### config.mk
export PLATFORM = sky130hd
export DESIGN_NAME = ext_irq_mask_summary
export DESIGN_NICKNAME = d
export VERILOG_FILES = /design/src/verilog/ext_irq_pkg.sv /design/src/verilog/sel_map_if.sv /design/src/verilog/source_mapper.sv /design/src/verilog/ext_irq_mask_summary.sv
export VERILOG_INCLUDE_DIRS = /design/src /design/src/verilog
export SDC_FILE = /design/constraint.sdc
export NUM_CORES = 1
export LEC_CHECK = 0
export ABC_AREA = 1
export CAP_MARGIN = 20
export CORE_ASPECT_RATIO = 1.5
export CORE_MARGIN = 2
export CORE_UTILIZATION = 65
export CTS_CLUSTER_DIAMETER = 50
export DETAILED_ROUTE_END_ITERATION = 10
export DONT_BUFFER_PORTS = 1
export GPL_TIMING_DRIVEN = 0
export PLACE_DENSITY_LB_ADDON = 0.12
export SYNTH_ARGS = -nofsm -noshare
export SYNTH_HDL_FRONTEND = slang
export SYNTH_SLANG_ARGS = --single-unit
### constraint.sdc
create_clock -name core_clk_i -period 3 [get_ports core_clk_i]
set_input_delay 0.6 -clock core_clk_i [delete_from_list [all_inputs] [get_ports core_clk_i]]
set_output_delay 0.6 -clock core_clk_i [all_outputs]
set_load 0.01 [all_outputs]
### src/verilog/ext_irq_cfg.svh
`ifndef EXT_IRQ_CFG_SVH
`define EXT_IRQ_CFG_SVH

// source counts
`define EXT_SRC_COUNT    4
`define SRC_COUNT        5
`define SRC_IDX_W        3

// segment qualifiers
`define SEG_IO_SPACE     1'b1
`define SEG_KEY_PRIV     1'b1
`define BUS_UNIT_ZERO    8'h00
`define ADAPTER_ZERO     20'h00000

// register offsets within the segment
`define OFF_MASK_LO      28'h0000000
`define OFF_MASK_HI      28'h0000004
`define OFF_RSVD_A       28'h0000008
`define OFF_RSVD_B       28'h000000c
`define OFF_SUM_LO       28'h0000010
`define OFF_SUM_HI       28'h0000014
`define OFF_RSVD_C       28'h0000018
`define OFF_RSVD_D       28'h000001c
`define OFF_TIMER_SEL    28'h0000020
`define OFF_SRC_SEL_BASE 28'h0000040
`define OFF_SRC_SEL_END  28'h0000050

// address fields
`define ADDR_ALIGN_HI    1
`define ADDR_ALIGN_LO    0
`define ADDR_WORD_BIT    2
`define ADDR_IDX_SHIFT   2
`define WORD_BITS        32

// selector field in a data word
`define SEL_FIELD_HI     5
`define SEL_FIELD_LO     0
`define SEL_PAD_W        26

// source index of the countdown timer
`define TIMER_SRC_IDX    3'h0
`define EXT_SRC_IDX0     3'h1

`endif

### src/verilog/ext_irq_pkg.sv
package ext_irq_pkg;

  // big-endian numbering: bit 0 is the msb of the low word
  typedef logic [0:63]  vec64_t;
  typedef logic [5:0]   sel_t;
  typedef logic [27:0]  io_addr_t;
  typedef logic [31:0]  word_t;

  typedef enum {
    ACC_IDLE,
    ACC_BURST,
    ACC_ABORT
  } acc_state_t;

endpackage : ext_irq_pkg

### src/verilog/sel_map_if.sv
`timescale 1ns/100ps
`include "ext_irq_cfg.svh"

interface sel_map_if;
  import ext_irq_pkg::*;

  logic [`SRC_COUNT-1:0] sel_wr;
  sel_t                  sel_wdata;
  sel_t                  sel_rdata [`SRC_COUNT];
  logic [`SRC_COUNT-1:0] src_evt;
  vec64_t                set_vec;

  modport ctrl (
    output sel_wr,
    output sel_wdata,
    output src_evt,
    input  sel_rdata,
    input  set_vec
  );

  modport map (
    input  sel_wr,
    input  sel_wdata,
    input  src_evt,
    output sel_rdata,
    output set_vec
  );

endinterface : sel_map_if

### src/verilog/source_mapper.sv
`timescale 1ns/100ps
`include "ext_irq_cfg.svh"

module source_mapper (
  // clock and reset
  input  wire logic  core_clk_i,
  input  wire logic  rst_b_i,
  // selector and event link
  sel_map_if.map     map_io
);
  import ext_irq_pkg::*;

  vec64_t hit [`SRC_COUNT];

  genvar g;
  generate
    for (g = 0; g < `SRC_COUNT; g++) begin : g_src
      sel_t sel_reg;

      always_ff @(posedge core_clk_i or negedge rst_b_i) begin
        if (!rst_b_i) begin
          sel_reg <= '0;
        end else if (map_io.sel_wr[g]) begin
          sel_reg <= map_io.sel_wdata; // RULE_19
        end
      end

      assign map_io.sel_rdata[g] = sel_reg;

      always_comb begin
        hit[g] = '0;
        if (map_io.src_evt[g]) begin
          hit[g][sel_reg] = 1'b1; // RULE_20
        end
      end
    end
  endgenerate

  // or of all source hits
  always_comb begin
    map_io.set_vec = '0;
    for (int i = 0; i < `SRC_COUNT; i++) begin
      map_io.set_vec = map_io.set_vec | hit[i];
    end
  end

endmodule : source_mapper

### src/verilog/ext_irq_mask_summary.sv
`timescale 1ns/100ps
`include "ext_irq_cfg.svh"

// Overview of operation
// RULE_01 - irq only when enable set and combined
// RULE_02 - mask and summary both 64 bits
// RULE_03 - mask one enables, zero ignores bit
// RULE_04 - source sets summary bit regardless of mask
// RULE_05 - combined true when set bit unmasked
// RULE_06 - io segment, unit zero, key one faults
// RULE_07 - reserved location faults, earlier writes kept
// RULE_08 - accessor issues aligned whole-word transfers only
// RULE_09 - multi-word transfers complete without interruption
// RULE_10 - concurrent source requests behave sequentially
// RULE_11 - mask load leaves mask unchanged
// RULE_12 - summary load clears the words read
// RULE_13 - mask store overwrites addressed word
// RULE_14 - summary store ors data into word
// RULE_15 - request re-evaluated after every store
// RULE_16 - sources never drop needed requests
// RULE_17 - sources avoid redundant submissions while pending
// RULE_18 - selector load returns bits 26 to 31
// RULE_19 - selector store takes bits 26 to 31
// RULE_20 - source sets summary bit its selector names
// RULE_21 - timer is a source, selector at 20
// RULE_22 - no priority among summary bits
// RULE_23 - low word holds bits 0 to 31
module ext_irq_mask_summary (
  // clock and reset
  input  wire logic                   core_clk_i,
  input  wire logic                   rst_b_i,
  // processor state
  input  wire logic                   external_enable_bit_i,
  // load/store word port
  input  wire logic                   acc_valid_i,
  input  wire logic                   acc_write_i,
  input  wire logic                   acc_last_i,
  input  wire logic                   acc_seg_io_i,
  input  wire logic                   acc_seg_key_i,
  input  wire logic [7:0]             acc_bus_unit_id_i,
  input  wire logic [19:0]            acc_seg_adapter_i,
  input  wire ext_irq_pkg::io_addr_t  acc_addr_i,
  input  wire ext_irq_pkg::word_t     acc_wdata_i,
  // load/store answer
  output logic                        rsp_valid_o,
  output ext_irq_pkg::word_t          rsp_rdata_o,
  output logic                        rsp_exc_o,
  // interrupt sources
  input  wire logic [`EXT_SRC_COUNT-1:0] ext_src_i,
  input  wire logic                   timer_evt_i,
  // interrupt request
  output logic                        processor_irq_request_o,
  output logic                        combined_masked_request_o
);
  import ext_irq_pkg::*;

  // link to the per-source selector bank
  sel_map_if map_bus ();

  // registered state, plus the combinational summary next-state and update vectors
  vec64_t      request_mask_reg;
  vec64_t      pending_summary_reg;
  vec64_t      pending_summary_next;
  vec64_t      clr_vec;
  vec64_t      or_vec;
  acc_state_t  acc_state_reg;
  logic        rsp_valid_reg;
  word_t       rsp_rdata_reg;
  logic        rsp_exc_reg;
  logic        irq_reg;
  logic        combined_reg;

  // decode and datapath
  wire  [`EXT_SRC_COUNT-1:0] src_edge;
  logic                    seg_ok;
  logic                    dec_exc;
  logic                    dec_mask;
  logic                    dec_sum;
  logic                    dec_sel;
  logic [`SRC_IDX_W-1:0]   dec_idx;
  logic                    word_hi;
  logic                    take;
  logic                    fault;
  word_t                   rd_word;
  io_addr_t                sel_off;
  logic                    combined_now;

  source_mapper u_mapper (
    .core_clk_i (core_clk_i),
    .rst_b_i    (rst_b_i),
    .map_io     (map_bus.map)
  );

  // per-pin two-flop synchroniser and rising-edge detect
  genvar s;
  generate
    for (s = 0; s < `EXT_SRC_COUNT; s++) begin : g_pin
      logic meta_reg;
      logic sync_reg;
      logic prev_reg;

      always_ff @(posedge core_clk_i or negedge rst_b_i) begin
        if (!rst_b_i) begin
          meta_reg <= 1'b0;
          sync_reg <= 1'b0;
        end else begin
          meta_reg <= ext_src_i[s];
          sync_reg <= meta_reg;
        end
      end

      always_ff @(posedge core_clk_i or negedge rst_b_i) begin
        if (!rst_b_i) begin
          prev_reg <= 1'b0;
        end else begin
          prev_reg <= sync_reg;
        end
      end

      assign src_edge[s] = sync_reg & ~prev_reg;
    end
  endgenerate

  // one event per pin rising edge; timer level drives source zero each cycle it is high
  always_comb begin
    map_bus.src_evt = '0;
    map_bus.src_evt[`TIMER_SRC_IDX] = timer_evt_i; // RULE_21
    for (int i = 0; i < `EXT_SRC_COUNT; i++) begin
      map_bus.src_evt[i + `EXT_SRC_IDX0] = src_edge[i];
    end
  end

  // segment and address decode
  always_comb begin
    seg_ok   = (acc_seg_io_i == `SEG_IO_SPACE) &&
               (acc_bus_unit_id_i == `BUS_UNIT_ZERO) &&
               (acc_seg_adapter_i == `ADAPTER_ZERO);
    dec_exc  = 1'b0;
    dec_mask = 1'b0;
    dec_sum  = 1'b0;
    dec_sel  = 1'b0;
    dec_idx  = `TIMER_SRC_IDX;
    sel_off  = acc_addr_i - `OFF_SRC_SEL_BASE;
    if (!seg_ok) begin
      dec_exc = 1'b1; // RULE_06
    end else if (acc_seg_key_i == `SEG_KEY_PRIV) begin
      dec_exc = 1'b1; // RULE_06
    end else if (acc_addr_i[`ADDR_ALIGN_HI:`ADDR_ALIGN_LO] != 2'h0) begin
      dec_exc = 1'b1;
    end else if (acc_addr_i == `OFF_MASK_LO || acc_addr_i == `OFF_MASK_HI) begin
      dec_mask = 1'b1;
    end else if (acc_addr_i == `OFF_SUM_LO || acc_addr_i == `OFF_SUM_HI) begin
      dec_sum = 1'b1;
    end else if (acc_addr_i == `OFF_TIMER_SEL) begin
      dec_sel = 1'b1; // RULE_21
    end else if (acc_addr_i >= `OFF_SRC_SEL_BASE && acc_addr_i < `OFF_SRC_SEL_END) begin
      dec_sel = 1'b1;
      dec_idx = `SRC_IDX_W'(sel_off >> `ADDR_IDX_SHIFT) + `EXT_SRC_IDX0;
    end else begin
      dec_exc = 1'b1; // RULE_07
    end
  end

  // word select and access qualifiers
  assign word_hi = acc_addr_i[`ADDR_WORD_BIT]; // RULE_23
  assign fault   = dec_exc | (acc_state_reg == ACC_ABORT);
  assign take    = acc_valid_i & ~fault;

  // selector write strobes
  always_comb begin
    map_bus.sel_wr    = '0;
    map_bus.sel_wdata = acc_wdata_i[`SEL_FIELD_HI:`SEL_FIELD_LO]; // RULE_19
    if (take && dec_sel && acc_write_i) begin
      map_bus.sel_wr[dec_idx] = 1'b1; // RULE_19
    end
  end

  // summary clear on load
  always_comb begin
    clr_vec = '0;
    if (take && dec_sum && !acc_write_i) begin
      clr_vec[word_hi * `WORD_BITS +: `WORD_BITS] = '1; // RULE_12
    end
  end

  // summary set on store
  always_comb begin
    or_vec = '0;
    if (take && dec_sum && acc_write_i) begin
      or_vec[word_hi * `WORD_BITS +: `WORD_BITS] = acc_wdata_i; // RULE_14
    end
  end

  // read happens first, then stores and source sets land on top
  always_comb begin
    pending_summary_next = (pending_summary_reg & ~clr_vec) | or_vec |
                           map_bus.set_vec; // RULE_04 RULE_10
  end

  always_ff @(posedge core_clk_i or negedge rst_b_i) begin
    if (!rst_b_i) begin
      pending_summary_reg <= '0;
    end else begin
      pending_summary_reg <= pending_summary_next; // RULE_02
    end
  end

  always_ff @(posedge core_clk_i or negedge rst_b_i) begin
    if (!rst_b_i) begin
      request_mask_reg <= '0;
    end else if (take && dec_mask && acc_write_i) begin
      request_mask_reg[word_hi * `WORD_BITS +: `WORD_BITS] <= acc_wdata_i; // RULE_13
    end
  end

  // read data mux
  always_comb begin
    rd_word = '0;
    if (dec_mask) begin
      rd_word = request_mask_reg[word_hi * `WORD_BITS +: `WORD_BITS]; // RULE_11
    end else if (dec_sum) begin
      rd_word = pending_summary_reg[word_hi * `WORD_BITS +: `WORD_BITS]; // RULE_12
    end else if (dec_sel) begin
      rd_word = {{`SEL_PAD_W{1'b0}}, map_bus.sel_rdata[dec_idx]}; // RULE_18
    end
  end

  // transfer state: a faulted transfer is dropped to its last word
  always_ff @(posedge core_clk_i or negedge rst_b_i) begin
    if (!rst_b_i) begin
      acc_state_reg <= ACC_IDLE;
    end else if (acc_valid_i) begin
      if (acc_last_i) begin
        acc_state_reg <= ACC_IDLE;
      end else if (fault) begin
        acc_state_reg <= ACC_ABORT; // RULE_07
      end else begin
        acc_state_reg <= ACC_BURST; // RULE_09
      end
    end
  end

  // answer strobe
  always_ff @(posedge core_clk_i or negedge rst_b_i) begin
    if (!rst_b_i) begin
      rsp_valid_reg <= 1'b0;
    end else begin
      rsp_valid_reg <= acc_valid_i;
    end
  end

  // answer fault flag
  always_ff @(posedge core_clk_i or negedge rst_b_i) begin
    if (!rst_b_i) begin
      rsp_exc_reg <= 1'b0;
    end else begin
      rsp_exc_reg <= acc_valid_i & fault; // RULE_06 RULE_07
    end
  end

  // answer data, zero unless a good load
  always_ff @(posedge core_clk_i or negedge rst_b_i) begin
    if (!rst_b_i) begin
      rsp_rdata_reg <= '0;
    end else if (take && !acc_write_i) begin
      rsp_rdata_reg <= rd_word;
    end else begin
      rsp_rdata_reg <= '0;
    end
  end

  // or of all unmasked pending bits, no priority
  assign combined_now = |(request_mask_reg & pending_summary_reg); // RULE_03 RULE_05 RULE_22

  // combined request, registered
  always_ff @(posedge core_clk_i or negedge rst_b_i) begin
    if (!rst_b_i) begin
      combined_reg <= 1'b0;
    end else begin
      combined_reg <= combined_now; // RULE_15
    end
  end

  // request held steady inside a multi-word transfer
  always_ff @(posedge core_clk_i or negedge rst_b_i) begin
    if (!rst_b_i) begin
      irq_reg <= 1'b0;
    end else if (acc_state_reg == ACC_IDLE) begin
      irq_reg <= external_enable_bit_i & combined_now; // RULE_01 RULE_15
    end else begin
      irq_reg <= irq_reg; // RULE_09
    end
  end

  assign rsp_valid_o               = rsp_valid_reg;
  assign rsp_rdata_o               = rsp_rdata_reg;
  assign rsp_exc_o                 = rsp_exc_reg;
  assign processor_irq_request_o   = irq_reg;
  assign combined_masked_request_o = combined_reg;

endmodule : ext_irq_mask_summary

==> results of run 1 <==
==> synth_stat cells (all sizes together) <==
master / number / area [µm²]
nand3: 94 / 525.5
o21ai: 153 / 765.7
a21oi: 59 / 295.3
clkbuf: 31 / 116.4
xor2: 1 / 8.760
nand4: 82 / 519.3
o22ai: 22 / 137.6
nor4: 6 / 37.54
ha: 3 / 37.54
o221ai: 7 / 61.31
buf: 40 / 236.5
a41oi: 1 / 8.760
dfrtp: 208 / 5205
clkinv: 2 / 12.51
a22oi: 11 / 82.58
o211ai: 40 / 300.3
nor3b: 1 / 7.510
nor2: 180 / 716.9
inv: 180 / 675.6
o21a: 2 / 15.01
a211oi: 22 / 165.2
o2111a: 1 / 11.26
a221oi: 36 / 315.3
or2: 16 / 100.1
o2111ai: 2 / 17.52
nand2: 530 / 1994
o31ai: 1 / 7.510
o211a: 1 / 10.01
nor3: 66 / 335.3
a22o: 5 / 43.79
==> power by group through the flow <==
| stage | combinational, µW | clock, µW | sequential, µW |
|---|---|---|---|
| final | 202 | 2930 | 2820 |
| after global placement | 182 | 0 | 2870 |
| after CTS | 189 | 2880 | 2820 |
| after global routing | 213 | 3010 | 2820 |
| after detailed placement | 186 | 0 | 2870 |
| after floorplan | 122 | 0 | 2870 |
==> cells by family (layout without fill, tap and decap cells) <==
| group | after synthesis | after routing | synth area share |
|---|---|---|---|
| xor+xnor | 1 | 1 | 0.0006862 |
| flops | 208 | 208 | 0.4077 |
| simple gates | 975 | 975 | 0.3319 |
| buf+inv | 253 | 303 | 0.08154 |
| fa+ha+maj | 3 | 3 | 0.002941 |
| other cells | 0 | 3 | 0 |
| compound gates | 363 | 363 | 0.1752 |
==> cell type report <==
type | count | area share
Buffer | 71 | 0.02641
Clock inverter | 13 | 0.01280
Timing Repair Buffer | 11 | 0.004476
Tap cell | 256 | 0.02292
Multi-Input combinational cell | 1342 | 0.4684
Sequential cell | 208 | 0.3724
Clock buffer | 26 | 0.04261
Antenna cell | 3 | 0.0005371
Inverter | 182 | 0.04950
==> per-layer routing <==
| layer | vias up | wire length [µm] |
|---|---|---|
| met4 | 2 | 6757 |
| met3 | 494 | 6847 |
| met2 | 1413 | 23550 |
| met5 | - | 13 |
| met1 | 6685 | 16110 |
| li1 | 6205 | - |
==> per-stage QoR <==
stage | instances | utilization | total power [µW] | setup WS, ps
2_1_floorplan | 1803 | - | 2993 | 38.94
3_3_place_gp | 2059 | 0.6802 | 3054 | -1146
3_5_place_dp | 2060 | 0.6811 | 3059 | -1208
4_1_cts | 2099 | 0.7222 | 5894 | 57.73
5_1_grt | 2109 | 0.7261 | 6047 | -7.822
6_report | 2112 | 0.7265 | 5948 | -13.79
==> critical path: cells and delay by family (launching register included) <==
family | cells | cell delay, ps
AND/OR/NAND/NOR | 3 | 1780
AO/OA/AOI/OAI | 1 | 590
flip-flops | 1 | 360
buffers and inverters | 1 | 200
==> how the worst min path moves through the flow <==
stage,start,endpoint
finish,rst_b_i,rsp_rdata_o[9]
floorplan,rst_b_i,acc_state_reg[0]
CTS,rst_b_i,rsp_rdata_o[9]
global route,rst_b_i,rsp_rdata_o[9]
global placement,rst_b_i,rsp_rdata_o[8]
detailed placement,rst_b_i,rsp_rdata_o[11]
==> what timing repair did <==
action                                 CTS  global route
setup endpoints to repair              190           136
gates resized for setup                  6             9
endpoints found under the hold margin  208           208
cloned                                   0             0
pin swaps                                0             0
==> summary.txt, run 1 <==
worst endpoint required time: 3450 ps
DR iter-0 viols: 2,311
multi-input logic area: 6546 µm²
Avg WL per Cell: 25.23 µm
distinct cell type count after synthesis: 43
first-pass GRT wire length: 82.30 mm
most frequent cells in the layout: nand2_1, dfrtp_1, inv_1, nor2_1, o21ai_1
final global-route overflow total: 0
Syn Inst Count: 1,803
Leakage: 0.006016 µW
Cell Area, Synth: 12,770 µm²
Worst Setup End Kind: flip-flop
failing checks: design-rule violations, negative hold slack, negative setup slack
Hold WS: -242.2 ps
Worst Skew: 14.79 ps
Max Freq: 331.8 MHz
Die X: 118.4 µm
final hold viol count: 208
maxcap violations: 0
GR peak layer: met2
status: complete, but fails checks
Max stage delay on crit path: 880 ps
clock share of power: 0.492
HP Class: in -> async
crit path launch type: flip-flop
CP Max Fanout: 10
clock buffer count from CTS: 22
Register-to-Register Path Depth: 5
actual slew at the worst max-slew pin: 1408 ps
largest net degree at the start of global routing: 209
IO Count: 137
vias per inst: 7.007
commonest non-fill, non-tap cell in the layout: nand2_1
register area share after synthesis: 0.4077
Vias: 14,800
Seq. cell area: 5205 µm²
Initial Util: 0.6636
worst rel slew slack: 0.06136
final slew viol count: 0
overall routing resource usage: 0.5203
CTS sink cnt: 208
DP Area: 13,100 µm²
Worst Setup SP: g_pin[1].prev_reg
Worst-path clk slew: 70 ps
switch share: 0.2342
synthesized area per cell: 7.080 µm²
CP Class: reg -> reg
met3 Resource Use GR: 0.1854
TritonCTS clock tree: built
Critical R2R Capture: pending_summary_reg[18]
cell area after layout: 13,980 µm²
clk buf depth: 3
flop and latch count out of synthesis: 208
Fillers: 1,521
IO buf count: 0
Routed Antenna Nets: 0
Post-route DRC: 2
r2r startpoint: g_pin[1].prev_reg
detailed-route wire length: 53.28 mm
Post-DP HPWL: 39.06 mm
H-tree levels: 1
Root Buffer: clkbuf_16
Syn Nets: 1,907
R2R Setup Slk: -10 ps
M1 GR Usage: 0.5430
post-layout min period: 3014 ps
Comb pwr share: 0.034
Net Sw Power: 1393 µW
CP cell instances: nor2_1 > inv_1 > nor3_1 > a221oi_1 > nand3_1
layout cells sized above 1: 0.07178
CP Data Arrival Time: 3460 ps
initial antenna violation count: 4
area grow syn2layout: 9.488%
Syn. warnings: 0
RePlAce Congestion: 1.212
CP max stage cell: nor3_1
worst skew pair latency: 530 ps
nets@finish: 1,942
number of global-route vias before repair: 14,620
final setup margin: -13.79 ps
die area: 20,800 µm²
Site Rows: 62
GR Layer Usage met2: 0.8061
post-CTS setup buffers: 0
Post-Route Setup TNS: -13.79 ps
Flop pwr share: 0.474
CP Capture Point: pending_summary_reg[18]
Setup-failing EPs final: 1
P per Cell Area: 425.6 nW/µm²
drt pass-1 iters: 10
Internal: 4555 µW
Die Y: 175.6 µm
period utilisation layout: 1.005
maximum vdd drop: 399.5 µV
core area: 19,240 µm²
Note: power is estimated with default switching activity, not from simulation.
==> run 2, diff against run 1 <==
- RECOVER_POWER: unset -> 100
==> summary.txt, run 2 (synthesis gave the netlist of run 1 again) <==
first-pass GRT wire length: 82.30 mm (unchanged)
post-layout min period: 3012 ps (-1.683 ps)
fin cells: 2,112 (unchanged)
Avg WL per Cell: 25.25 µm (about the same)
P per Cell Area: 425.6 nW/µm² (about the same)
final setup margin: -12.11 ps (+1.683 ps)
TritonCTS clock tree: built
Worst Skew: 15.42 ps (+0.6297 ps)
drt pass-1 iters: 7 (-3)
Inst Count DP: 2,060 (unchanged)
Vias: 14,800 (-0.0068%)
die area: 20,800 µm² (unchanged)
largest net degree at the start of global routing: 209 (unchanged)
period utilisation layout: 1.004 (about the same)
core area: 19,240 µm² (unchanged)
Post-route DRC: 0 (-2)
Die X: 118.4 µm (unchanged)
vias per inst: 7.007 (about the same)
Setup-failing EPs final: 2 (+1)
HP Class: in -> async
IO Count: 137 (unchanged)
final global-route overflow total: 0 (unchanged)
Root Buffer: clkbuf_16
CP Data Arrival Time: 3460 ps (about the same)
number of global-route vias before repair: 14,620 (unchanged)
Max Freq: 332.0 MHz (about the same)
initial antenna violation count: 4 (unchanged)
worst rel slew slack: 0.06665 (+0.005289)
Post-DP HPWL: 39.06 mm (unchanged)
Post-Route Setup TNS: -15.62 ps (-1.832 ps)
CP Max Fanout: 10 (unchanged)
crit path launch type: flip-flop
Worst-path clk slew: 70 ps (about the same)
maximum vdd drop: 399.5 µV (about the same)
Die Y: 175.6 µm (unchanged)
H-tree levels: 1 (unchanged)
most frequent cells in the layout: nand2_1, dfrtp_1, inv_1, nor2_1, o21ai_1
status: complete, but fails checks
CP Class: reg -> reg
clk buf depth: 3 (unchanged)
pre-CTS worst setup slack: -1208 ps (unchanged)
detailed-route wire length: 53.32 mm (about the same)
CTS sink cnt: 208 (unchanged)
actual slew at the worst max-slew pin: 1400 ps (-7.934 ps)
commonest non-fill, non-tap cell in the layout: nand2_1
IO buf count: 0 (unchanged)
layout cells sized above 1: 0.07178 (unchanged)
nets@finish: 1,942 (unchanged)
post-CTS setup buffers: 0 (unchanged)
failing checks: negative hold slack, negative setup slack
Routed Antenna Nets: 0 (unchanged)
Leakage: 0.006016 µW (unchanged)
maxcap violations: 0 (unchanged)
Hold WS: -241.9 ps (+0.2210 ps)
RePlAce Congestion: 1.212 (unchanged)
worst skew pair latency: 530 ps (about the same)
DR iter-0 viols: 2,311 (unchanged)
final hold viol count: 208 (unchanged)
overall routing resource usage: 0.5203 (unchanged)
Site Rows: 62 (unchanged)
Initial Util: 0.6636 (unchanged)
DP Area: 13,100 µm² (unchanged)
area grow syn2layout: 9.488% (unchanged)
Worst Setup End Kind: flip-flop
cell area after layout: 13,980 µm² (unchanged)
worst endpoint required time: 3450 ps (about the same)
clock buffer count from CTS: 22 (unchanged)
final slew viol count: 0 (unchanged)
[run 2: cell counts in the layout (fill, tap and decap cells not counted)]
Identical to the previous run, type by type.
[run 2: path summary, 6_finish.rpt]
path                              startpoint                       to  slack, ps  cells past startpoint
max in group asynchronous            rst_b_i        g_pin[0].prev_reg       3000                      0
max                        g_pin[1].prev_reg  pending_summary_reg[18]        -10                      5
min reg2reg                g_pin[1].meta_reg        g_pin[1].sync_reg        350                      0
min                                  rst_b_i           rsp_rdata_o[9]       -240                      0
max reg2reg                g_pin[1].prev_reg  pending_summary_reg[18]        -10                      5
min in group core_clk_i          acc_valid_i              rsp_valid_o        100                      0
[run 2: area by class of cell]
type / instances / area [µm²]
clock buffer: 26 / 595.6
tap: 256 / 320.3
inverter: 182 / 691.9
buffer: 71 / 369.1
timing repair buffer: 11 / 62.56
sequential: 208 / 5205
clock inverter: 13 / 178.9
antenna: 3 / 7.507
fill: 1521 / 5261
multi-input combinational: 1342 / 6546
[run 2: per-layer routing]
metal / GRT usage / vias to the layer above / wire length (µm)
li1: - / 6200 / -
met1: 0.5430 / 6700 / 16180
met2: 0.8061 / 1401 / 23540
met3: 0.1854 / 495 / 6795
met4: 0.4980 / 2 / 6796
met5: 0 / - / 13
[run 2: power breakdown]
group          total (µW)  internal (µW)  switching [µW]
clock                2930           1700            1230
combinational         202           41.8             160
sequential           2820           2810            5.01
total                5950           4560            1390
[run 2: worst max-delay path: stages, from the launching register on]
cell      delay [ps]
dfrtp_1          360
nor2_1           680
inv_1            200
nor3_1           880
a221oi_1         590
nand3_1          220
[run 2: stage by stage]
stage / utilization / total power [µW]
6_report: 0.7265 / 5948
5_1_grt: 0.7261 / 6047
4_1_cts: 0.7222 / 5894
3_5_place_dp: 0.6811 / 3059
3_3_place_gp: 0.6802 / 3054
2_1_floorplan: - / 2993
[run 2: timing repair]
action                                  in CTS  in global routing
endpoints found under the hold margin      208                208
resized for setup                            6                  9
endpoints found under the setup margin     190                136
